[config.mk]
export PLATFORM = sky130hd
export DESIGN_NAME = dha_top
export DESIGN_NICKNAME = d
export VERILOG_FILES = /design/src/dha_pkg.sv /design/src/dha_rate.sv /design/src/dha_req_qual.sv /design/src/dha_top.sv
export SDC_FILE = /design/constraint.sdc
export NUM_CORES = 1
export LEC_CHECK = 0
export CAP_MARGIN = 20
export CORE_ASPECT_RATIO = 0.6
export CORE_MARGIN = 2
export CORE_UTILIZATION = 50
export CTS_BUF_LIST = sky130_fd_sc_hd__clkbuf_8
export CTS_CLUSTER_DIAMETER = 40
export DETAILED_ROUTE_END_ITERATION = 8
export DONT_BUFFER_PORTS = 1
export SLEW_MARGIN = 40
export SYNTH_ARGS = -nofsm -noshare
export SYNTH_HDL_FRONTEND = slang
export SYNTH_SLANG_ARGS = --single-unit
[constraint.sdc]
create_clock -name sys_clk -period 14.7 [get_ports sys_clk]
set_clock_uncertainty 0.05 [all_clocks]
set_input_delay 1.47 -clock sys_clk [delete_from_list [all_inputs] [get_ports sys_clk]]
set_output_delay 1.47 -clock sys_clk [all_outputs]
set_load 0.02 [all_outputs]
[src/dha_pkg.sv]
// Constants, register map and state codes of the DMA handshake engine.
// Assumes a single clock domain and 32-bit AHB-Lite buses.
package dha_pkg;

	// ---------------------------------------------------------------
	// Sizes
	// ---------------------------------------------------------------
	localparam int NCH = 4;
	localparam int CHW = 2;
	localparam int NW = 11;

	// ---------------------------------------------------------------
	// Register offsets (byte addresses)
	// ---------------------------------------------------------------
	localparam logic [7:0] REG_CH_ENABLE = 8'h00;
	localparam logic [7:0] REG_REQ_MASK = 8'h04;
	localparam logic [7:0] REG_BURST_ONLY = 8'h08;
	localparam logic [7:0] REG_CTRL_BASE = 8'h0C;
	localparam logic [7:0] REG_IRQ_STATUS = 8'h10;
	localparam logic [7:0] REG_IRQ_MASK = 8'h14;
	localparam logic [7:0] REG_ENG_STATUS = 8'h18;

	// ---------------------------------------------------------------
	// Reset values
	// ---------------------------------------------------------------
	localparam logic [NCH-1:0] RST_CH = 4'h0;
	localparam logic [31:0] RST_WORD = 32'h00000000;

	// ---------------------------------------------------------------
	// Channel control structure in memory
	// ---------------------------------------------------------------
	localparam logic [31:0] CS_SRC_OFS = 32'h00000000;
	localparam logic [31:0] CS_DST_OFS = 32'h00000004;
	localparam logic [31:0] CS_CTRL_OFS = 32'h00000008;
	localparam int CS_STRIDE_LSB = 4;
	localparam int CF_CYC_LSB = 0;
	localparam int CF_N_LSB = 4;
	localparam int CF_N_W = 10;
	localparam int CF_R_LSB = 14;
	localparam int CF_NOPULSE_BIT = 2;
	localparam logic [2:0] CYC_INVALID = 3'h0;

	// ---------------------------------------------------------------
	// Arbitration rate
	// ---------------------------------------------------------------
	localparam logic [3:0] RPOW_MAX = 4'hA;
	localparam logic [NW-1:0] RATE_MAX = 11'h400;
	localparam logic [NW-1:0] RATE_ONE = 11'h001;

	// ---------------------------------------------------------------
	// AHB encodings
	// ---------------------------------------------------------------
	localparam logic [1:0] HTRANS_IDLE = 2'h0;
	localparam logic [1:0] HTRANS_NONSEQ = 2'h2;
	localparam logic [2:0] HSIZE_WORD = 3'h2;

	// ---------------------------------------------------------------
	// Engine states
	// ---------------------------------------------------------------
	typedef enum logic [3:0] {
		S_IDLE = 4'h0,
		S_RCTL = 4'h1,
		S_RSRC = 4'h2,
		S_RDST = 4'h3,
		S_RDAT = 4'h4,
		S_WDAT = 4'h5,
		S_WCTL = 4'h6,
		S_WAITREQ = 4'h7,
		S_FIN = 4'h8,
		S_GAP = 4'h9
	} dha_state_t;

endpackage

[src/dha_rate.sv]
// Arbitration interval and group size from the exponent.
// Assumes the remaining count never exceeds the interval limit width.
`timescale 1ns/1ps
`default_nettype none
module dha_rate
	import dha_pkg::*;
(
	// Exponent and mode
	input wire logic [3:0] rpow,
	input wire logic single,
	// Count
	input wire logic [NW-1:0] n_left,
	output logic [NW-1:0] rate,
	output logic [NW-1:0] grp
);

	// ---------------------------------------------------------------
	// Interval and group
	// ---------------------------------------------------------------
	always_comb begin
		if (rpow >= RPOW_MAX) begin
			rate = RATE_MAX; // (RQ12)
		end else begin
			rate = RATE_ONE << rpow; // (RQ12)
		end
		if (single) begin
			grp = RATE_ONE; // (RQ10)
		end else if (n_left < rate) begin
			grp = n_left; // (RQ13)
		end else begin
			grp = rate; // (RQ13)
		end
	end

endmodule
`default_nettype wire

[src/dha_req_qual.sv]
// Per-channel request qualification.
// Assumes request inputs synchronous to the system clock.
`timescale 1ns/1ps
`default_nettype none
module dha_req_qual
	import dha_pkg::*;
(
	// Configuration
	input wire logic [NCH-1:0] enable,
	input wire logic [NCH-1:0] req_mask,
	input wire logic [NCH-1:0] burst_only,
	// Peripheral requests
	input wire logic [NCH-1:0] burst_req,
	input wire logic [NCH-1:0] single_req,
	// Qualified
	output logic [NCH-1:0] want,
	output logic [NCH-1:0] want_single
);

	// ---------------------------------------------------------------
	// Per channel
	// ---------------------------------------------------------------
	genvar gi;
	generate
		for (gi = 0; gi < NCH; gi++) begin : g_ch
			logic live;
			logic sgl;
			assign live = enable[gi] & ~req_mask[gi]; // (RQ17)
			assign sgl = single_req[gi] & ~burst_only[gi] & ~burst_req[gi]; // (RQ6) (RQ11)
			assign want[gi] = live & (burst_req[gi] | sgl);
			assign want_single[gi] = live & sgl;
		end
	endgenerate

endmodule
`default_nettype wire

[src/dha_top.sv]
// DMA handshake and arbitration-rate engine with register slave and memory master.
// Assumes one clock, single-word AHB-Lite transfers and OKAY memory responses.
//
// Operation
// (RQ1) One-cycle done pulse at cycle end when control bit 2 is zero.
// (RQ2) Only the finishing channel's done is high during the pulse.
// (RQ3) No done pulse while stall was high the previous clock.
// (RQ4) With wait-on-request, busy and done wait until burst request drops.
// (RQ5) Peripheral keeps wait-on-request steady from request until busy falls.
// (RQ6) Burst request beats a simultaneous single request.
// (RQ7) Service order: control, source end, destination end, data, control write.
// (RQ8) End pointers are fetched again before each further data item.
// (RQ9) Burst-only flag cleared at service end when remaining is below 2^R.
// (RQ10) Single-request service moves exactly one item.
// (RQ11) Single requests accepted only while burst-only flag is zero.
// (RQ12) Four-bit exponent: 1 to 512 transfers, codes 10-15 give 1024.
// (RQ13) Full groups of 2^R, leftover group last.
// (RQ14) Exponent comes from the control word in memory.
// (RQ15) Software avoids large exponents on low-priority channels.
// (RQ16) Busy stays low at least one clock between services.
// (RQ17) Masked channels ignore both request inputs.
// (RQ18) Transfers counted against 2^R and remaining count, then re-arbitrate.
`timescale 1ns/1ps
`default_nettype none
module dha_top
	import dha_pkg::*;
(
	// Clock and reset
	input wire logic sys_clk,
	input wire logic arst_n,
	// Register slave
	input wire logic hsel,
	input wire logic [31:0] haddr,
	input wire logic [1:0] htrans,
	input wire logic hwrite,
	input wire logic [2:0] hsize,
	input wire logic [31:0] hwdata,
	input wire logic hready,
	output logic hreadyout,
	output logic hresp,
	output logic [31:0] hrdata,
	// Memory master
	output logic [31:0] m_haddr,
	output logic [1:0] m_htrans,
	output logic m_hwrite,
	output logic [2:0] m_hsize,
	output logic [31:0] m_hwdata,
	input wire logic [31:0] m_hrdata,
	input wire logic m_hready,
	// Peripheral handshake
	input wire logic [NCH-1:0] burst_req,
	input wire logic [NCH-1:0] single_req,
	input wire logic [NCH-1:0] wait_on_req,
	input wire logic stall,
	output logic [NCH-1:0] busy,
	output logic [NCH-1:0] cycle_done,
	// Interrupt
	output logic irq
);

	// ---------------------------------------------------------------
	// Declarations
	// ---------------------------------------------------------------
	dha_state_t state;
	dha_state_t next_state;
	logic [NCH-1:0] ch_enable;
	logic [NCH-1:0] req_mask;
	logic [NCH-1:0] burst_only;
	logic [31:0] ctrl_base;
	logic [NCH-1:0] irq_status;
	logic [NCH-1:0] irq_mask;
	logic [NCH-1:0] want;
	logic [NCH-1:0] want_single;
	logic [CHW-1:0] cur_ch;
	logic [CHW-1:0] pick_ch;
	logic pick_any;
	logic cur_single;
	logic [31:0] ctrl_word;
	logic [31:0] src_end;
	logic [31:0] dst_end;
	logic [31:0] data_buf;
	logic [NW-1:0] n_left;
	logic [NW-1:0] grp_left;
	logic [NW-1:0] rate;
	logic [NW-1:0] grp;
	logic dph;
	logic is_acc;
	logic acc_done;
	logic stall_prev;
	logic done_fire;
	logic [NCH-1:0] done_evt;
	logic [31:0] ch_base;
	logic [31:0] item_ofs;
	logic [31:0] ctrl_new;
	logic s_take;
	logic s_wr;
	logic [7:0] s_addr;
	logic [31:0] rd_mux;

	// ---------------------------------------------------------------
	// Request qualification and rate
	// ---------------------------------------------------------------
	dha_req_qual u_qual (
		.enable(ch_enable),
		.req_mask(req_mask),
		.burst_only(burst_only),
		.burst_req(burst_req),
		.single_req(single_req),
		.want(want),
		.want_single(want_single)
	);

	dha_rate u_rate (
		.rpow(m_hrdata[CF_R_LSB +: 4]), // (RQ14)
		.single(cur_single),
		.n_left(NW'({1'b0, m_hrdata[CF_N_LSB +: CF_N_W]}) + RATE_ONE),
		.rate(rate),
		.grp(grp)
	);

	// ---------------------------------------------------------------
	// Arbitration pick, lowest channel first
	// ---------------------------------------------------------------
	always_comb begin
		pick_any = 1'b0;
		pick_ch = '0;
		for (int i = NCH - 1; i >= 0; i--) begin
			if (want[i]) begin
				pick_any = 1'b1;
				pick_ch = CHW'(i);
			end
		end
	end

	// ---------------------------------------------------------------
	// Memory master
	// ---------------------------------------------------------------
	assign is_acc = (state == S_RCTL) || (state == S_RSRC) || (state == S_RDST) ||
		(state == S_RDAT) || (state == S_WDAT) || (state == S_WCTL);
	assign acc_done = is_acc && dph && m_hready;
	assign m_htrans = (is_acc && !dph) ? HTRANS_NONSEQ : HTRANS_IDLE;
	assign m_hwrite = (state == S_WDAT) || (state == S_WCTL);
	assign m_hsize = HSIZE_WORD;
	assign ch_base = ctrl_base + {{(32 - CHW - CS_STRIDE_LSB){1'b0}}, cur_ch, {CS_STRIDE_LSB{1'b0}}};
	assign item_ofs = {{(30 - NW){1'b0}}, n_left - RATE_ONE, 2'b00};

	always_comb begin
		unique case (state)
			S_RSRC: m_haddr = ch_base + CS_SRC_OFS;
			S_RDST: m_haddr = ch_base + CS_DST_OFS;
			S_RDAT: m_haddr = src_end - item_ofs;
			S_WDAT: m_haddr = dst_end - item_ofs;
			default: m_haddr = ch_base + CS_CTRL_OFS;
		endcase
	end

	always_comb begin
		ctrl_new = ctrl_word;
		ctrl_new[CF_N_LSB +: CF_N_W] = (n_left == '0) ? '0 : CF_N_W'(n_left - RATE_ONE);
		if (n_left == '0) begin
			ctrl_new[CF_CYC_LSB +: 3] = CYC_INVALID;
		end
	end

	always_ff @(posedge sys_clk or negedge arst_n) begin
		if (!arst_n) begin
			dph <= 1'b0;
		end else if (is_acc && !dph && m_hready) begin
			dph <= 1'b1;
		end else if (acc_done) begin
			dph <= 1'b0;
		end
	end

	always_ff @(posedge sys_clk or negedge arst_n) begin
		if (!arst_n) begin
			m_hwdata <= RST_WORD;
		end else if (is_acc && !dph && m_hready) begin
			m_hwdata <= (state == S_WCTL) ? ctrl_new : data_buf;
		end
	end

	// ---------------------------------------------------------------
	// Service sequence
	// ---------------------------------------------------------------
	always_comb begin
		next_state = state;
		unique case (state)
			S_IDLE: if (pick_any) next_state = S_RCTL;
			S_RCTL: if (acc_done) next_state = S_RSRC; // (RQ7)
			S_RSRC: if (acc_done) next_state = S_RDST; // (RQ7)
			S_RDST: if (acc_done) next_state = S_RDAT; // (RQ7)
			S_RDAT: if (acc_done) next_state = S_WDAT;
			S_WDAT: begin
				if (acc_done) begin
					next_state = (grp_left == RATE_ONE) ? S_WCTL : S_RSRC; // (RQ8) (RQ18)
				end
			end
			S_WCTL: begin
				if (acc_done) begin
					next_state = (wait_on_req[cur_ch] && burst_req[cur_ch]) ? S_WAITREQ : S_FIN; // (RQ4)
				end
			end
			S_WAITREQ: if (!burst_req[cur_ch]) next_state = S_FIN; // (RQ4) (RQ5)
			S_FIN: if (!done_fire || !stall_prev) next_state = S_GAP; // (RQ3)
			S_GAP: next_state = S_IDLE; // (RQ16)
			default: next_state = S_IDLE;
		endcase
	end

	always_ff @(posedge sys_clk or negedge arst_n) begin
		if (!arst_n) begin
			state <= S_IDLE;
		end else begin
			state <= next_state;
		end
	end

	always_ff @(posedge sys_clk or negedge arst_n) begin
		if (!arst_n) begin
			cur_ch <= '0;
			cur_single <= 1'b0;
		end else if (state == S_IDLE && pick_any) begin
			cur_ch <= pick_ch;
			cur_single <= want_single[pick_ch]; // (RQ6) (RQ10)
		end
	end

	always_ff @(posedge sys_clk or negedge arst_n) begin
		if (!arst_n) begin
			ctrl_word <= RST_WORD;
			src_end <= RST_WORD;
			dst_end <= RST_WORD;
			data_buf <= RST_WORD;
		end else if (acc_done) begin
			if (state == S_RCTL) ctrl_word <= m_hrdata;
			if (state == S_RSRC) src_end <= m_hrdata;
			if (state == S_RDST) dst_end <= m_hrdata;
			if (state == S_RDAT) data_buf <= m_hrdata;
		end
	end

	always_ff @(posedge sys_clk or negedge arst_n) begin
		if (!arst_n) begin
			n_left <= '0;
			grp_left <= '0;
		end else if (acc_done && state == S_RCTL) begin
			n_left <= NW'({1'b0, m_hrdata[CF_N_LSB +: CF_N_W]}) + RATE_ONE;
			grp_left <= grp; // (RQ12) (RQ13) (RQ18)
		end else if (acc_done && state == S_WDAT) begin
			n_left <= n_left - RATE_ONE; // (RQ18)
			grp_left <= grp_left - RATE_ONE; // (RQ18)
		end
	end

	// ---------------------------------------------------------------
	// Busy and done
	// ---------------------------------------------------------------
	assign done_fire = (n_left == '0) && !ctrl_word[CF_NOPULSE_BIT]; // (RQ1)

	always_ff @(posedge sys_clk or negedge arst_n) begin
		if (!arst_n) begin
			stall_prev <= 1'b0;
		end else begin
			stall_prev <= stall;
		end
	end

	always_ff @(posedge sys_clk or negedge arst_n) begin
		if (!arst_n) begin
			busy <= RST_CH;
		end else if (state == S_IDLE && pick_any) begin
			busy <= RST_CH | (NCH'(1) << pick_ch);
		end else if (next_state == S_FIN && state != S_FIN) begin
			busy <= RST_CH; // (RQ4) (RQ16)
		end
	end

	always_comb begin
		done_evt = RST_CH;
		if (state == S_FIN && done_fire && !stall_prev) begin
			done_evt[cur_ch] = 1'b1; // (RQ1) (RQ2) (RQ3)
		end
	end
	assign cycle_done = done_evt;

	// ---------------------------------------------------------------
	// Register slave
	// ---------------------------------------------------------------
	assign hreadyout = 1'b1;
	assign hresp = 1'b0;
	assign s_take = hsel && htrans[1] && hready;

	always_comb begin
		unique case (haddr[7:0])
			REG_CH_ENABLE: rd_mux = {{(32 - NCH){1'b0}}, ch_enable};
			REG_REQ_MASK: rd_mux = {{(32 - NCH){1'b0}}, req_mask};
			REG_BURST_ONLY: rd_mux = {{(32 - NCH){1'b0}}, burst_only};
			REG_CTRL_BASE: rd_mux = ctrl_base;
			REG_IRQ_STATUS: rd_mux = {{(32 - NCH){1'b0}}, irq_status};
			REG_IRQ_MASK: rd_mux = {{(32 - NCH){1'b0}}, irq_mask};
			REG_ENG_STATUS: rd_mux = {{(32 - 4 - CHW - NCH){1'b0}}, busy, cur_ch, state};
			default: rd_mux = RST_WORD;
		endcase
	end

	always_ff @(posedge sys_clk or negedge arst_n) begin
		if (!arst_n) begin
			s_wr <= 1'b0;
			s_addr <= '0;
			hrdata <= RST_WORD;
		end else begin
			s_wr <= s_take && hwrite;
			if (s_take) begin
				s_addr <= haddr[7:0];
			end
			if (s_take && !hwrite) begin
				hrdata <= rd_mux;
			end
		end
	end

	always_ff @(posedge sys_clk or negedge arst_n) begin
		if (!arst_n) begin
			ch_enable <= RST_CH;
			req_mask <= RST_CH;
			ctrl_base <= RST_WORD;
			irq_mask <= RST_CH;
		end else if (s_wr) begin
			if (s_addr == REG_CH_ENABLE) ch_enable <= hwdata[NCH-1:0];
			if (s_addr == REG_REQ_MASK) req_mask <= hwdata[NCH-1:0];
			if (s_addr == REG_CTRL_BASE) ctrl_base <= hwdata;
			if (s_addr == REG_IRQ_MASK) irq_mask <= hwdata[NCH-1:0];
		end
	end

	always_ff @(posedge sys_clk or negedge arst_n) begin
		if (!arst_n) begin
			burst_only <= RST_CH;
		end else begin
			if (s_wr && s_addr == REG_BURST_ONLY) begin
				burst_only <= hwdata[NCH-1:0];
			end
			if (next_state == S_FIN && state != S_FIN && n_left < rate_q(ctrl_word)) begin
				burst_only[cur_ch] <= 1'b0; // (RQ9)
			end
		end
	end

	function automatic logic [NW-1:0] rate_q(input logic [31:0] cw);
		logic [3:0] r;
		r = cw[CF_R_LSB +: 4];
		rate_q = (r >= RPOW_MAX) ? RATE_MAX : (RATE_ONE << r);
	endfunction

	// ---------------------------------------------------------------
	// Interrupt
	// ---------------------------------------------------------------
	always_ff @(posedge sys_clk or negedge arst_n) begin
		if (!arst_n) begin
			irq_status <= RST_CH;
		end else if (s_wr && s_addr == REG_IRQ_STATUS) begin
			irq_status <= (irq_status & ~hwdata[NCH-1:0]) | done_evt;
		end else begin
			irq_status <= irq_status | done_evt;
		end
	end

	assign irq = |(irq_status & irq_mask);

endmodule
`default_nettype wire

==> results_dict.tcl <==
set metrics [dict create \
    run_status "finished, final reports clean" \
    final-max-slew-violation-count 0 \
    critical_path.endpoint "m_haddr[24]" \
    final_antenna_net_count 0 \
    die_height_um 145 \
    post-dp-hpwl_um 36100 \
    worst_hold_slack_ns 0.425 \
    cp-start-kind "flop" \
    syn_avg_cell_area_um2 9.38 \
    timing.max_cap.violations 0 \
    syn_to_final_growth_pct 8.41 \
    post_route_cells_drive_above_1_share_pct 16.7 \
    setup.worst_path.class "flop to primary output" \
    power-per-cell-area_nw_per_um2 199 \
    regToRegSetupSlack_ns 10.79 \
    setup.worst_path.start "state[3]" \
    worstHoldPathType "flop to flop" \
    initialDrtViolationCount 1442 \
    netlist_instances 1777 \
    clock-sinks 278 \
    dp_slack_ns 7.98 \
    finalHoldViolations 0 \
    cts_setup_buffers 0 \
    max_stage_delay_ns 0.78 \
    clock_insertion_delay_worst_skew_ns 0.60 \
    routabilityCongestion 0.923 \
    antenna_found_initial 1 \
    portBuffers 0 \
    ir_drop_uv 100 \
    fin_tns_setup_ns 0 \
    max_slew.worst_pin.slew_ns 0.887 \
    synth.yosys.warnings 0 \
    clock_tree.root_cell "clkbuf_8" \
    setup_viol 0 \
    grt_setup_unrepaired "false" \
    tritoncts "yes" \
    cts-htree-levels 2 \
    timing.critical_path.to_type "primary output" \
    initial_core_utilization_pct 51.1 \
    viasPerCell 6.16 \
    crit_path_max_fanout 32 \
    arrival_ns 5.86 \
    number_of_synthesized_register_bits 278 \
    grt_first_pass_wirelength_um 77500 \
    layout_min_cycle_time_ns 7.38 \
    synth.yosys.seq_area_share_pct 41.8 \
    layout.nets 1908 \
    power.leakage_nw 7.66 \
    cts.path.max_buffers 3 \
    critical_path.slowest_cell "dfrtp_1" \
    floorplan.die_area_um2 34800 \
    detailroute.via_count 13800 \
    synthArstFlopShare_pct 100 \
    design.portCount 233 \
    total_iterations_of_the_first_detailed_routing_run 5 \
    avgRoutedWirePerCell_um 22.4 \
    crit_required_ns 13.18 \
    final-seq-area_um2 6960 \
    drt_drc 0 \
    numCtsBuffers 45 \
    grt_start_max_net_pins 279 \
    syn-cell-area_um2 16700 \
    filler_cell_count 2955 \
    timing.final.crit_share_pct 50.2 \
    num_rows 51 \
    synth.lib_cells_used.distinct 98 \
    final_critical_path_setup_slack_ns 7.32 \
    reg2reg_depth 9 \
    slew_headroom_pct 40.2 \
    combined_area_of_the_multi_input_logic_cells_um2 9230 \
    cp_cell_sequence "nand4bb_1 > buf_4 > mux2i_1 > ha_1 > inv_1 > fa_1 > a211oi_1 > o21ai_0 > a2111o_1 > a311oi_4 > o211ai_2 > xnor2_1 > o21ai_1 > o41ai_2 > nor2_1" \
    worst_hold_startpoint "ctrl_word[23]" \
    critical_path.reg2reg.endpoint "grp_left[7]" \
    grt_overflow_total 0 \
    startpoint_of_the_lowest_slack_register_to_register_path "state[0]" \
    number_of_flops_mapped_to_enable_cells_by_yosys 0 \
    post_cts_hold_buffers 0 \
    dieWidth_um 240 \
    post_cts_resize_count 0 \
    grt.total_usage_pct 28.5 \
    max_freq_mhz 135 \
    synth_flop_cell "dfrtp_1" \
    post_cts_clock_slew_at_the_launch_and_capture_registers_of_the_worst_setup_and_hold_paths_ns 0.07 \
    core_area_um2 32600 \
    postRouteWirelength_um 50000 \
    first_global_vias 13100 \
]
metal layers:
layer / vias up / track usage, % / wire (um)
met5: - / 0 / 0
met4: 0 / 7.19 / 1010
met3: 75 / 8.25 / 4730
met2: 537 / 38.9 / 20400
met1: 6788 / 43.8 / 23800
li1: 6362 / - / -
layout by cell type (no fill, tap or decap), types with 24 or more instances in the layout:
| cell | netlist | routed |
|---|---|---|
| mux2_2 | 151 | 151 |
| xnor2_1 | 53 | 53 |
| a31oi_1 | 43 | 43 |
| inv_1 | 24 | 31 |
| nor2_1 | 120 | 119 |
| dfrtp_1 | 278 | 277 |
| mux2i_1 | 30 | 30 |
| nand2_1 | 284 | 283 |
| nor3_1 | 54 | 53 |
| nand3_1 | 53 | 53 |
| buf_4 | 12 | 24 |
| clkbuf_8 | 0 | 60 |
| a22oi_1 | 27 | 27 |
| o21ai_0 | 84 | 80 |
| a21oi_1 | 77 | 77 |
| ha_1 | 39 | 39 |
| xor2_1 | 37 | 37 |
kinds of logic after synthesis:
logic type                 after synthesis  synth area share [%]
DFF                                    278                  41.8
xor gates and xnor gates                90                  4.73
buffers and inverters                  131                  3.36
adders and majority gates               41                  3.17
muxes                                  183                  12.3
other                                    2                0.0451
AOI/OAI and AO/OA                      374                  14.9
and+or+nand+nor                        678                  19.7
worst min path at each step:
| stage | to | slack (ns) | cells past startpoint |
|---|---|---|---|
| after floorplan | ctrl_word[0] | 0.40 | 2 |
| after global placement | ctrl_word[1] | 0.41 | 2 |
| after detailed placement | ctrl_word[23] | 0.41 | 2 |
| after CTS | ctrl_word[24] | 0.43 | 2 |
| after global routing | ctrl_word[20] | 0.45 | 2 |
| final | ctrl_word[23] | 0.42 | 2 |
cell type report:
class,count,share of cell area [%]
Inverter,26,0.540
Antenna cell,1,0.0139
Sequential cell,278,38.5
Multi-Input combinational cell,1372,51.1
Timing Repair Buffer,24,0.998
Clock buffer,60,4.57
Tap cell,450,3.12
Clock inverter,23,1.11
registers in the layout, summed over array words and instances (netlist names), 22 cells and up:
signal	cells
ctrl_base	32
ctrl_word	22
data_buf	32
dst_end	32
hrdata	32
m_hwdata	32
src_end	32
worst max-delay path, delay by kind of cell (launching register included):
family | cells | cell delay [ns]
simple gates | 2 | 0.61
xor+xnor | 1 | 0.18
buf+inv | 2 | 0.47
compound gates | 7 | 2.14
fa+ha+maj | 2 | 0.68
mux | 1 | 0.40
flops | 1 | 0.78
through the flow:
stage / cells / utilization [%] / area, um^2 / total power [mW]
after floorplan: 1781 / - / 16700 / 2.38
after global placement: 2150 / 52.1 / 17000 / 2.77
after detailed placement: 2150 / 52.2 / 17000 / 2.82
after CTS: 2233 / 55.4 / 18100 / 3.59
after global routing: 2233 / 55.4 / 18100 / 3.84
final: 2234 / 55.4 / 18100 / 3.60
report_power, final:
group / internal (mW) / switching (mW) / total, mW
Sequential: 1.01 / 0.288 / 1.30
Clock: 0.422 / 0.338 / 0.760
Combinational: 0.589 / 0.946 / 1.54
Total: 2.02 / 1.57 / 3.60
synthesized netlist by cell type, drive strengths merged (5+ instances only):
library cell	count	area (um^2)
a211oi	7	57.6
dfrtp	278	6960
or4	7	52.6
a311o	5	50.1
nand3	56	303
a22oi	27	203
or2	5	31.3
nand3b	6	45.0
and4	5	43.8
ha	39	488
nand4	19	131
or3	9	56.3
clkbuf	67	253
xor2	37	324
mux2i	30	300
o21ai	91	459
nand2b	17	106
and2	15	95.1
buf	38	209
inv	26	97.6
o31ai	9	67.6
nor3	59	320
o41ai	7	95.1
and3	16	100
nor4	14	109
mux2	151	1700
nor2	120	450
xnor2	53	464
o22ai	15	93.8
o211ai	12	95.1
a21o	19	143
a31oi	43	269
a21oi	79	403
nor2b	22	138
o311ai	10	87.6
nor4b	6	73.8
nor3b	7	57.6
nand2	285	1070
No activity file was read; power rests on OpenSTA's default activity.
